## config.mk

```make
export PLATFORM = sky130hd
export DESIGN_NAME = afoc_frame
export DESIGN_NICKNAME = d
export VERILOG_FILES = /design/src/core/afoc_pkg.sv /design/src/core/afoc_frame.sv /design/src/core/afoc_sync.sv
export VERILOG_INCLUDE_DIRS = /design/src /design/src/core
export SDC_FILE = /design/constraint.sdc
export NUM_CORES = 1
export LEC_CHECK = 0
export BUFFER_PORTS_ARGS = -buffer_cell sky130_fd_sc_hd__buf_2
export CAP_MARGIN = 20
export CORE_MARGIN = 2
export CORE_UTILIZATION = 40
export CTS_CLUSTER_SIZE = 40
export DETAILED_ROUTE_END_ITERATION = 12
export PLACE_DENSITY = 0.58
export SYNTH_ARGS = -nofsm -noshare
export SYNTH_HDL_FRONTEND = slang
export SYNTH_HIERARCHICAL = 1
export SYNTH_SLANG_ARGS = --single-unit
```

## constraint.sdc

```tcl
create_clock -name clk_sys -period 4.25 [get_ports clk_sys]
set_input_delay 1.0625 -clock clk_sys [delete_from_list [all_inputs] [get_ports clk_sys]]
set_output_delay 1.0625 -clock clk_sys [all_outputs]
set_load 0.01 [all_outputs]
```

## src/core/afoc_regs.svh

```systemverilog
// constants for the offset-calibrating conversion frame
`ifndef AFOC_REGS_SVH
`define AFOC_REGS_SVH

`define AFOC_RES_W 12
`define AFOC_SHIFT_W 13
`define AFOC_CNT_W 6
`define AFOC_CNT_MAX 6'h3f
`define AFOC_DATA_EDGES 6'h0e
`define AFOC_CAL_START 6'h11
`define AFOC_CAL_EDGES 6'h20
`define AFOC_PWR_CAL_EDGES 6'h10
`define AFOC_OFS_RESET 12'h000
`define AFOC_CLK_NS 100
`define AFOC_ACQ_NS 200
`define AFOC_ACQ_CYC ((`AFOC_ACQ_NS + `AFOC_CLK_NS - 1) / `AFOC_CLK_NS)

`endif

```

## src/core/afoc_pkg.sv

```systemverilog
// types shared by the conversion frame logic
`default_nettype none
package afoc_pkg;
    typedef enum logic [1:0] {
        ST_IDLE,
        ST_SHIFT,
        ST_TAIL
    } afoc_state_t;

    typedef struct packed {
        logic powerUp;
        logic calBusy;
        logic [5:0] edgeCnt;
    } afoc_frame_t;
endpackage : afoc_pkg
`default_nettype wire

```

## src/core/afoc_frame.sv

```systemverilog
// serial conversion frame with offset self-calibration
// What this block and its host must do
// calibrate offset in any frame holding at least 32 sclk falling edges
// first 14 sclks convert the sample taken at select fall, shift out
// calibration starts on falling edge 17, finishes on edge 32
// data output held low from falling edge 14 to frame end
// data output released once select returns high
// frame shorter than 32 edges (16 for the power-up frame) leaves offset store untouched
// later results corrected by stored offset before shifting out
// host keeps sclk at or below 16 or 12 MHz during calibration
// host allows at least 15 sclk periods of calibration time
// frame runs select fall to select rise; sample taken at start
// leading zero at select fall, then zero and 12 bits msb first
// offset store cleared at power-up; first frame calibrates over 16 edges
// host keeps select high at least 200 ns between frames
// host counts edges, ending calibration frames after edge 32
`include "afoc_regs.svh"
`default_nettype none
module afoc_frame
    import afoc_pkg::*;
(
    input wire logic clk_sys,
    input wire logic rst_b,
    input wire logic selectPin_b,
    input wire logic sclkPin,
    input wire logic [`AFOC_RES_W-1:0] sampleCode,
    input wire logic [`AFOC_RES_W-1:0] offsetMeas,
    output logic sdoOut,
    output logic sdoOe,
    output logic calBusy,
    output logic [`AFOC_RES_W-1:0] offsetValue
);
    localparam int SYNC_W = 2 + 2 * `AFOC_RES_W;

    logic [1:0] rstPipe_q;
    logic rstSync_b;
    logic [SYNC_W-1:0] syncOut;
    logic selSync;
    logic sclkSync;
    logic [`AFOC_RES_W-1:0] sampleSync;
    logic [`AFOC_RES_W-1:0] measSync;
    logic selPrev_q;
    logic sclkPrev_q;
    logic selFall;
    logic selRise;
    logic sclkFall;
    afoc_state_t state_q, state_d;
    afoc_frame_t frame_q, frame_d;
    logic [`AFOC_SHIFT_W-1:0] shift_q, shift_d;
    logic [`AFOC_RES_W-1:0] ofs_q, ofs_d;
    logic [`AFOC_RES_W-1:0] calPend_q, calPend_d;
    logic [`AFOC_RES_W-1:0] corrRes;
    logic sdo_d;
    logic oe_d;
    logic commit;
    logic [`AFOC_CNT_W-1:0] nextCnt;

    // reset is asserted at once but released in step with the clock
    always_ff @(posedge clk_sys or negedge rst_b) begin
        if (!rst_b) begin
            rstPipe_q <= 2'h0;
        end else begin
            rstPipe_q <= {rstPipe_q[0], 1'b1};
        end
    end
    assign rstSync_b = rstPipe_q[1];

    afoc_sync #(
        .WIDTH(SYNC_W)
    ) u_sync (
        .clk_sys(clk_sys),
        .rst_b(rstSync_b),
        .asyncIn({selectPin_b, sclkPin, sampleCode, offsetMeas}),
        .syncOut(syncOut)
    );
    assign {selSync, sclkSync, sampleSync, measSync} = syncOut;

    // history resets to the synchroniser's reset value: a high history over
    // a low synced copy would fake a select fall and eat the power-up frame;
    // the rise seen once the pin syncs in is ignored while idle
    always_ff @(posedge clk_sys or negedge rstSync_b) begin
        if (!rstSync_b) begin
            selPrev_q <= 1'b0;
            sclkPrev_q <= 1'b0;
        end else begin
            selPrev_q <= selSync;
            sclkPrev_q <= sclkSync;
        end
    end

    // frame edges
    assign selFall = selPrev_q & ~selSync;
    assign selRise = ~selPrev_q & selSync;
    assign sclkFall = sclkPrev_q & ~sclkSync & ~selSync;

    // offset correction
    // floors at zero: a code below the offset cannot go negative
    assign corrRes = (sampleSync > ofs_q) ? (sampleSync - ofs_q)
                                          : `AFOC_RES_W'(0);

    assign nextCnt = (frame_q.edgeCnt == `AFOC_CNT_MAX) ? frame_q.edgeCnt
                   : `AFOC_CNT_W'(frame_q.edgeCnt + 1'b1);

    // commit point
    assign commit = sclkFall && (state_q != ST_IDLE) && frame_q.calBusy &&
                    (nextCnt == (frame_q.powerUp ? `AFOC_PWR_CAL_EDGES
                                                 : `AFOC_CAL_EDGES));

    always_comb begin
        state_d = state_q;
        frame_d = frame_q;
        shift_d = shift_q;
        ofs_d = ofs_q;
        calPend_d = calPend_q;
        sdo_d = sdoOut;
        oe_d = sdoOe;
        if (selFall) begin
            state_d = ST_SHIFT;
            frame_d.edgeCnt = '0;
            frame_d.calBusy = frame_q.powerUp;
            // leading zero
            oe_d = 1'b1;
            sdo_d = 1'b0;
            // sample held
            shift_d = frame_q.powerUp ? '0 : {1'b0, corrRes};
            // power-up cal
            if (frame_q.powerUp) begin
                calPend_d = measSync;
            end
        end else if (selRise && state_q != ST_IDLE) begin
            state_d = ST_IDLE;
            // release output
            oe_d = 1'b0;
            sdo_d = 1'b0;
            // abandon cal
            frame_d.calBusy = 1'b0;
            frame_d.powerUp = 1'b0;
        end else if (sclkFall && state_q != ST_IDLE) begin
            frame_d.edgeCnt = nextCnt;
            // msb first
            sdo_d = shift_q[`AFOC_SHIFT_W-1];
            shift_d = {shift_q[`AFOC_SHIFT_W-2:0], 1'b0};
            // hold low
            if (nextCnt >= `AFOC_DATA_EDGES) begin
                state_d = ST_TAIL;
                sdo_d = 1'b0;
            end
            // start cal
            if (!frame_q.powerUp && nextCnt == `AFOC_CAL_START) begin
                frame_d.calBusy = 1'b1;
                calPend_d = measSync;
            end
            // store result
            if (commit) begin
                ofs_d = calPend_q;
                frame_d.calBusy = 1'b0;
            end
        end
    end

    always_ff @(posedge clk_sys or negedge rstSync_b) begin
        if (!rstSync_b) begin
            state_q <= ST_IDLE;
            frame_q <= '{powerUp: 1'b1, calBusy: 1'b0, edgeCnt: '0};
            shift_q <= '0;
            // cleared store
            ofs_q <= `AFOC_OFS_RESET;
            calPend_q <= `AFOC_OFS_RESET;
            sdoOut <= 1'b0;
            sdoOe <= 1'b0;
        end else begin
            state_q <= state_d;
            frame_q <= frame_d;
            shift_q <= shift_d;
            ofs_q <= ofs_d;
            calPend_q <= calPend_d;
            sdoOut <= sdo_d;
            sdoOe <= oe_d;
        end
    end

    assign calBusy = frame_q.calBusy;
    assign offsetValue = ofs_q;
endmodule // afoc_frame
`default_nettype wire

```

## src/core/afoc_sync.sv

```systemverilog
// two-flop synchroniser for a bundle of pin inputs
`default_nettype none
module afoc_sync #(
    parameter int WIDTH = 1
) (
    input wire logic clk_sys,
    input wire logic rst_b,
    input wire logic [WIDTH-1:0] asyncIn,
    output logic [WIDTH-1:0] syncOut
);
    logic [WIDTH-1:0] meta_q;

    always_ff @(posedge clk_sys or negedge rst_b) begin
        if (!rst_b) begin
            meta_q <= '0;
            syncOut <= '0;
        end else begin
            meta_q <= asyncIn;
            syncOut <= meta_q;
        end
    end
endmodule // afoc_sync
`default_nettype wire

```

==> flow_summary.json, run 1 <==
{
  "yosys_most_used_dff": "dfrtp_1",
  "vdd_ir_drop_max_mv": 0.313,
  "cts_resized": 0,
  "grt_overflow": 0,
  "vias": 2671,
  "hold_violations": 0,
  "slew_viol_final": 0,
  "die_h_um": 108,
  "cp_data_required_time_ns": 4.56,
  "cts.hold.buffers_added": 0,
  "leakage_nw": 2.30,
  "grt_use_met2_pct": 22.9,
  "finalPower_w": 0.00185,
  "grt_first_pass_wirelength_um": 13000,
  "final_common_cell": "dfrtp_1",
  "area_growth_pct": 12.9,
  "syn_area_mm2": 0.00429,
  "cts_tree": "done",
  "fin_crit_ns": 2.65,
  "crit_fanout": 11,
  "hp-class": "register to register",
  "drive_gt1_share_pct": 20.1,
  "synth_top_area_share_pct": 60.7,
  "routedWlPerCell_um": 14.0,
  "synth.area.top_cells": "dfrtp_1 61%, ha_1 4.4%, mux2_4 3.5%",
  "clk_pin_slew_ns": 0.10,
  "yosysSeqAreaShare_pct": 61.3,
  "startpoint_type": "register",
  "drt_pass1_iterations": 4,
  "htree_levels": 3,
  "post_cts_buffers": 0,
  "wl_um": 7550,
  "antenna_found_initial": 0,
  "grtUsageMet3_pct": 5.45,
  "synth_seq_cells": 105,
  "synth-warning-count": 6,
  "dieArea_mm2": 0.0116,
  "yosysTopAreaCell": "dfrtp_1",
  "start_util_pct": 41.3,
  "grt-busiest-layer": "met2",
  "io_pins": 43,
  "portBuffers": 42,
  "syn_nets": 394,
  "met1_usage_pct": 19.0,
  "fillCellCount": 970,
  "ant_nets": 0,
  "fp.dieW_um": 108,
  "dp_hpwl_um": 5210,
  "cts_buffer_depth": 2,
  "avgSynthCellArea_um2": 12.3,
  "grt_setup_unrepaired": "false",
  "async_flop_share_pct": 100,
  "max_freq_mhz": 378,
  "vias_per_cell": 4.96,
  "cts.sinks": 105,
  "synth.distinct_cells": 59,
  "synth_edf_count": 0,
  "end_kind": "register",
  "gp_congestion": 0.795,
  "powerDensity_mw_per_mm2": 381,
  "antenna_cells": 0,
  "syn_inst": 350,
  "crit_arrival_ns": 2.96,
  "fin_tns_setup_ns": 0,
  "drc": 0,
  "status": "finished clean",
  "tightestPinTransition_ns": 0.788,
  "track_usage_pct": 14.8,
  "cts_inserted_buffers": 9,
  "setup_viol": 0,
  "critical_path_class": "register to register",
  "max_cap_violations": 0,
  "fin_crit_sh_pct": 62.3,
  "grt_start_max_net_pins": 62,
  "core_area_mm2": 0.0104,
  "layout_common_cells": "103 x dfrtp_1, 42 x buf_2, 28 x nor2_1",
  "clock_skew_ns": 0.0127,
  "drt_iter0_drc": 107,
  "worstSkewPairLatency_ns": 0.39,
  "nets": 441,
  "first_global_vias": 2663,
  "fp-row-count": 37,
  "root_buffer": "clkbuf_8",
  "maxSlewHeadroom_pct": 47.5
}
## synth_stat cells, drive strengths merged (2+ instances only)
library cell,count
a2111oi,2
a21boi,2
a21oi,24
a22o,3
a31oi,2
and2,4
and3,4
buf,5
clkbuf,3
dfrtp,104
ha,15
inv,19
mux2,24
mux2i,2
nand2,27
nand2b,4
nand3,7
nand4,3
nor2,28
nor2b,4
nor3,4
nor3b,5
o21a,3
o21ai,22
o31ai,2
xnor2,4
xor2,2
## sequential cells by signal, indices dropped and copies added (netlist names)
name and cells:
shift_q 13, sdoOut 1, frame_q 7, selPrev_q 1
u_sync/syncOut 26, u_sync/meta_q 26, rstPipe_q 2, state_q 2
offsetValue 12, calBusy 1, sclkPrev_q 1, calPend_q 12
sdoOe 1
## kinds of logic after synthesis
group / after synthesis / share of synthesized area, %
compound gates: 73 / 11.1
mux: 26 / 7.65
flops: 105 / 61.3
other cells: 1 / 0.0875
buf+inv: 27 / 2.77
fa+ha+maj: 16 / 4.84
xor+xnor: 6 / 1.23
simple gates: 96 / 11.0
## worst paths after layout
path,start,endpoint,slack [ns],cells past startpoint
worst max-delay path,offsetValue[0]$_DFFE_PN0P_,shift_q[7]$_DFFE_PN0P_,1.60,9
worst min-delay path,u_sync/meta_q[2]$_DFF_PN0_,u_sync/syncOut[2]$_DFF_PN0_,0.35,0
worst max register to register,offsetValue[0]$_DFFE_PN0P_,shift_q[7]$_DFFE_PN0P_,1.60,9
worst min register to register,u_sync/meta_q[2]$_DFF_PN0_,u_sync/syncOut[2]$_DFF_PN0_,0.35,0
max in group asynchronous,rstPipe_q[1]$_DFF_PN0_,u_sync/meta_q[20]$_DFF_PN0_,2.81,1
min in group asynchronous,rstPipe_q[1]$_DFF_PN0_,u_sync/meta_q[12]$_DFF_PN0_,0.41,0
## through the flow
stage	instance area (um2)	hold slack [ns]	utilization [%]	setup WS, ns	std cells
after global routing	4840	0.360	46.7	1.28	538
after detailed placement	4640	0.335	44.8	1.59	522
after global placement	4640	0.331	44.8	1.66	522
after CTS	4840	0.355	46.7	1.56	538
after floorplan	4290	0.331	-	1.11	350
final	4840	0.354	46.7	1.60	538
## report_power, final
| part | leakage, nW | internal (W) | switching (W) | total (W) |
|---|---|---|---|---|
| clock | 0.0942 | 0.000242 | 0.000362 | 0.000604 |
| sequential | 1.30 | 0.00106 | 0.0000384 | 0.00109 |
| combinational | 0.906 | 0.0000611 | 0.0000861 | 0.000147 |
| total | 2.30 | 0.00136 | 0.000487 | 0.00185 |
## layout make-up
| class | instances | area, um2 | share of cell area, % |
|---|---|---|---|
| clock buffers | 10 | 138 | 2.84 |
| well taps | 136 | 170 | 3.51 |
| repair buffers | 44 | 225 | 4.65 |
| flip-flops and latches | 105 | 2630 | 54.4 |
| multi-input cells | 218 | 1550 | 31.9 |
| clock inverters | 6 | 60.1 | 1.24 |
| inverters | 19 | 71.3 | 1.47 |
## worst max-delay path, stage by stage (launching register included)
cell       delay (ns)
dfrtp_1          0.41
ha_1             0.23
fa_1             0.41
nor2b_1          0.12
o21ai_1          0.08
a21oi_1          0.20
a2111oi_2        0.10
a21oi_1          0.66
nand3_1          0.16
a21oi_1          0.19
## routing by layer
layer,vias up,share of wire (%)
met1,1309,46
met5,-,0
li1,1306,-
met2,41,47
met3,15,4.7
met4,0,2.1
(Power assumes the default switching activity.)
==> run 2: changes to the inputs <==
==> constraint.sdc (replaced) <==
create_clock -name clk_sys -period 2.53 [get_ports clk_sys]
set_input_delay 0.6325 -clock clk_sys [delete_from_list [all_inputs] [get_ports clk_sys]]
set_output_delay 0.6325 -clock clk_sys [all_outputs]
set_load 0.01 [all_outputs]
==> run 2 against run 1 <==
Sequential cell count unchanged. Die area did not move. Sequential share of layout area is 1.9 points lower. First-iteration DRC count down 20%. Clock power rose by 82%. Largest power group unchanged. Global-route usage shrank 0.43 points. Worst hold slack got worse by 0.036 ns. Critical path depth did not move. Non-clock buffer count is 13 higher. Count of clock-buffer cells in the layout down 1. Combinational power up 85%.
==> flow_summary.json, run 2 (same netlist as run 1, synthesis figures left out) <==
{
  "cp_data_required_time_ns": 2.79,
  "r2r_slack_ns": 0.10,
  "post-place-ws_ns": 0.0979,
  "top_regs": "u_sync/meta_q x26, u_sync/syncOut x26, shift_q x13",
  "final_common_cell": "dfrtp_1",
  "root_buffer": "clkbuf_8",
  "seqCellArea_mm2": 0.00263,
  "dpl-instance-area_mm2": 0.00474,
  "hp-class": "register to asynchronous set/reset pin",
  "fp-row-count": 37,
  "ant_nets": 0,
  "critPathSlowestCell": "dfrtp_1",
  "portBuffers": 42,
  "area_growth_pct": 17.1,
  "critical_path_class": "register to register",
  "tightestPinTransition_ns": 0.541,
  "drive_gt1_share_pct": 22.9,
  "end_kind": "register",
  "final_cell_area_mm2": 0.00502,
  "core_area_mm2": 0.0104,
  "slew_viol_final": 0,
  "dieArea_mm2": 0.0116,
  "r2r_start": "frame_q[1]$_DFFE_PN0P_",
  "routedWlPerCell_um": 13.5,
  "htree_levels": 3,
  "multi_input_area_mm2": 0.00155,
  "first_global_vias": 2791,
  "worstSkewPairLatency_ns": 0.37,
  "grt_setup_unrepaired": "false",
  "cts_tree": "done",
  "gp_congestion": 0.836,
  "wl_um": 7430,
  "track_usage_pct": 14.4,
  "vdd_ir_drop_max_mv": 0.579,
  "fp.dieW_um": 108,
  "crit_fanout": 5,
  "grt_first_pass_wirelength_um": 12900,
  "path_cells": "ha_1, and2_1, nor3b_2, nor2_2, and3b_1, o221ai_1, or2_4, buf_12, mux2_4",
  "max_freq_mhz": 412,
  "max_cap_violations": 0,
  "die_h_um": 108,
  "status": "finished clean",
  "reg2regPathDepth": 9,
  "maxSlewHeadroom_pct": 63.9,
  "clk_pin_slew_ns": 0.10,
  "drt_iter0_drc": 86,
  "layout_common_cells": "103 x dfrtp_1, 42 x buf_2, 27 x nor2_1, 27 x nand2_1, 23 x a21oi_1",
  "r2r-end": "offsetValue[8]$_DFFE_PN0P_",
  "clock_skew_ns": 0.00813,
  "crit_path_max_incr_delay_ns": 0.44,
  "drt_pass1_iterations": 6,
  "cts_inserted_buffers": 9,
  "cts_buffer_depth": 2,
  "vias_per_cell": 4.90,
  "io_pins": 43,
  "crit_arrival_ns": 2.69,
  "vias": 2700,
  "drc": 0,
  "fin_cells": 551,
  "critPathTopFamily": "simple AND/OR/NAND/NOR gates",
  "final.setup.worst_slack_ns": 0.101,
  "grt_start_max_net_pins": 65,
  "grt_overflow": 0,
  "dp_hpwl_um": 5210,
  "fin_crit_ns": 2.43,
  "nets": 454,
  "dp_cells": 532,
  "fillCellCount": 940,
  "powerDensity_mw_per_mm2": 638,
  "startpoint_type": "register",
  "hold_violations": 0,
  "start_util_pct": 41.3,
  "fin_tns_setup_ns": 0,
  "leakage_nw": 2.39,
  "path_buf_inv": 1,
  "fin_crit_sh_pct": 96.0,
  "finalPower_w": 0.00320,
  "cts.sinks": 105,
  "setup_viol": 0,
  "antenna_cells": 0,
  "antenna_found_initial": 0
}
## run 2: worst reg2reg max path, stage by stage (launching register included)
cell and delay, ns:
dfrtp_1 0.44, ha_1 0.23, and2_1 0.20, nor3b_2 0.17, nor2_2 0.18, and3b_1 0.19
o221ai_1 0.15, or2_4 0.32, buf_12 0.15, mux2_4 0.29
## run 2: final cells by class
cell class                      instances  share of cell area (%)
Inverter                               19                    1.42
Multi-Input combinational cell        218                    30.9
Timing Repair Buffer                   57                    7.48
Clock inverter                          7                    1.87
Tap cell                              136                    3.39
Sequential cell                       105                    52.4
Clock buffer                            9                    2.47
## run 2: report_power, final
| part | switching [W] | total (W) | internal, W |
|---|---|---|---|
| Clock | 0.000614 | 0.00110 | 0.000487 |
| Combinational | 0.000153 | 0.000272 | 0.000119 |
| Sequential | 0.0000563 | 0.00183 | 0.00177 |
| Total | 0.000823 | 0.00320 | 0.00238 |
## run 2: through the flow
step / hold WS (ns) / util, %
final: 0.318 / 48.4
after global routing: 0.320 / 48.4
after CTS: 0.00450 / 47.9
after detailed placement: 0.335 / 45.8
after global placement: 0.331 / 45.8
after floorplan: 0.331 / -
## run 2: what timing repair did
item,CTS,global route
hold endpoints to repair,0,2
setup buffers,0,2
setup endpoints to repair,0,12
hold buffers,0,1
gates resized for setup,0,2
## run 2: per-layer routing
layer	up-vias	GRT usage, %	wire, um
met5	-	0	0
met4	0	5.40	112
met1	1312	18.2	3370
met3	10	3.87	285
met2	49	23.7	3660
li1	1329	-	-
## run 2: how the worst max path moves through the flow
stage                     depth (start not counted)                       start  slack, ns                    endpoint
after CTS                                         8      frame_q[1]$_DFFE_PN0P_       0.08  offsetValue[1]$_DFFE_PN0P_
after floorplan                                  10  offsetValue[2]$_DFFE_PN0P_       0.17      shift_q[3]$_DFFE_PN0P_
after detailed placement                          8      frame_q[1]$_DFFE_PN0P_        0.1  offsetValue[1]$_DFFE_PN0P_
final                                             9      frame_q[1]$_DFFE_PN0P_       0.10  offsetValue[8]$_DFFE_PN0P_
after global placement                            8      frame_q[1]$_DFFE_PN0P_       0.16  offsetValue[1]$_DFFE_PN0P_
after global routing                              9      frame_q[1]$_DFFE_PN0P_       0.02  offsetValue[8]$_DFFE_PN0P_
==> run 3: changes to the inputs <==
==> constraint.sdc (replaced) <==
create_clock -name clk_sys -period 2.85 [get_ports clk_sys]
set_input_delay 0.7125 -clock clk_sys [delete_from_list [all_inputs] [get_ports clk_sys]]
set_output_delay 0.7125 -clock clk_sys [all_outputs]
set_load 0.01 [all_outputs]
==> run 3 against run 2 <==
Global-route usage about the same. Worst setup slack better by 0.20 ns. Utilization down 1.3 points. Wire length down 0.97%. Die area unchanged. Total power down 13%. Combinational power down 16%. Critical path type unchanged.
==> flow_summary.json, run 3 (same netlist as run 1, synthesis figures left out) <==
{
  "cts_inserted_buffers": 9,
  "fin_cells": 542,
  "routedWlPerCell_um": 13.6,
  "drt_iter0_drc": 93,
  "leakage_nw": 2.32,
  "maxSlewHeadroom_pct": 58.7,
  "critPathTopFamily": "simple AND/OR/NAND/NOR gates",
  "grt_start_max_net_pins": 62,
  "path_depth": 8,
  "path_cells": "ha_1, and2_1, nor3b_1, nor2_1, and3b_1, o221ai_1, or2_4, mux2_1",
  "final.setup.worst_slack_ns": 0.306,
  "antenna_cells": 0,
  "hold_violations": 0,
  "track_usage_pct": 14.4,
  "grt_first_pass_wirelength_um": 12900,
  "io_pins": 43,
  "vdd_ir_drop_max_mv": 0.519,
  "antenna_found_initial": 0,
  "drc": 0,
  "post_cts_buffers": 0,
  "drive_gt1_share_pct": 20.7,
  "hp-class": "input pin to asynchronous set/reset pin",
  "cts.sinks": 105,
  "dieArea_mm2": 0.0116,
  "grt_setup_unrepaired": "false",
  "vias_per_cell": 4.93,
  "grt_overflow": 0,
  "wl_um": 7360,
  "layout_common_cells": "103 x dfrtp_1, 42 x buf_2, 28 x nor2_1",
  "worstSkewPairLatency_ns": 0.38,
  "post-place-ws_ns": 0.342,
  "cts_tree": "done",
  "clock_skew_ns": 0.0137,
  "fp.dieW_um": 108,
  "fin_crit_sh_pct": 89.3,
  "gp_congestion": 0.845,
  "htree_levels": 3,
  "critPathSlowestCell": "dfrtp_1",
  "portBuffers": 42,
  "ant_nets": 0,
  "root_buffer": "clkbuf_8",
  "area_growth_pct": 13.9,
  "r2r_start": "frame_q[0]$_DFFE_PN0P_",
  "fin_crit_ns": 2.54,
  "fp-row-count": 37,
  "powerDensity_mw_per_mm2": 569,
  "nets": 445,
  "core_area_mm2": 0.0104,
  "fin_tns_setup_ns": 0,
  "tightestPinTransition_ns": 0.618,
  "dp_cells": 526,
  "die_h_um": 108,
  "seqCellArea_mm2": 0.00263,
  "max_freq_mhz": 393,
  "max_cap_violations": 0,
  "slew_viol_final": 0,
  "status": "finished clean",
  "reg2regPathDepth": 8,
  "setup_viol": 0,
  "first_global_vias": 2771,
  "startpoint": "frame_q[0]$_DFFE_PN0P_",
  "end_kind": "register",
  "crit_path_max_incr_delay_ns": 0.45,
  "multi_input_area_mm2": 0.00155,
  "dp_hpwl_um": 5070,
  "critical_path_class": "register to register",
  "cp_data_required_time_ns": 3.11,
  "startpoint_type": "register",
  "start_util_pct": 41.3,
  "crit_fanout": 12,
  "drt_pass1_iterations": 4,
  "fillCellCount": 971,
  "clk_pin_slew_ns": 0.10,
  "cts_buffer_depth": 2,
  "cts_resized": 0,
  "top_regs": "u_sync/meta_q x26, u_sync/syncOut x26, shift_q x13",
  "vias": 2670,
  "cts.hold.buffers_added": 0,
  "crit_arrival_ns": 2.80,
  "path_buf_inv": 0,
  "final_common_cell": "dfrtp_1"
}
run 3: power breakdown:
group | total [W] | internal [W] | leakage (nW) | switching, W
Clock | 0.000922 | 0.000410 | 0.0929 | 0.000512
Combinational | 0.000228 | 0.0000969 | 0.929 | 0.000131
Sequential | 0.00163 | 0.00157 | 1.30 | 0.0000530
Total | 0.00278 | 0.00208 | 2.32 | 0.000696
run 3: metal layers:
layer	GRT usage, %	wire [um]
met1	19.0	3470
met2	22.1	3440
met3	3.09	223
met4	7.88	219
met5	0	0
run 3: final timing paths:
check | to | slack [ns]
max | offsetValue[1]$_DFFE_PN0P_ | 0.31
min | rstPipe_q[1]$_DFF_PN0_ | 0.10
max reg2reg | offsetValue[1]$_DFFE_PN0P_ | 0.31
min reg2reg | u_sync/syncOut[12]$_DFF_PN0_ | 0.33
max in group asynchronous | u_sync/meta_q[20]$_DFF_PN0_ | 1.79
min in group clk_sys | u_sync/syncOut[12]$_DFF_PN0_ | 0.35
run 3: layout make-up:
| type | instances | share of cell area, % |
|---|---|---|
| multi-input combinational | 218 | 31.7 |
| inverter | 19 | 1.46 |
| tap | 136 | 3.49 |
| sequential | 105 | 53.9 |
| clock inverter | 6 | 1.38 |
| clock buffer | 10 | 2.61 |
| timing repair buffer | 48 | 5.48 |
run 3: metrics by stage:
stage	hold slack [ns]	utilization (%)	instance area [um2]	power [W]
finish	0.104	47.1	4880	0.00278
global route	0.0818	47.1	4880	0.00292
CTS	0.0786	47.1	4880	0.00283
detailed placement	0.336	45.2	4690	0.00189
global placement	0.332	45.2	4690	0.00188
floorplan	0.331	-	4290	0.00180
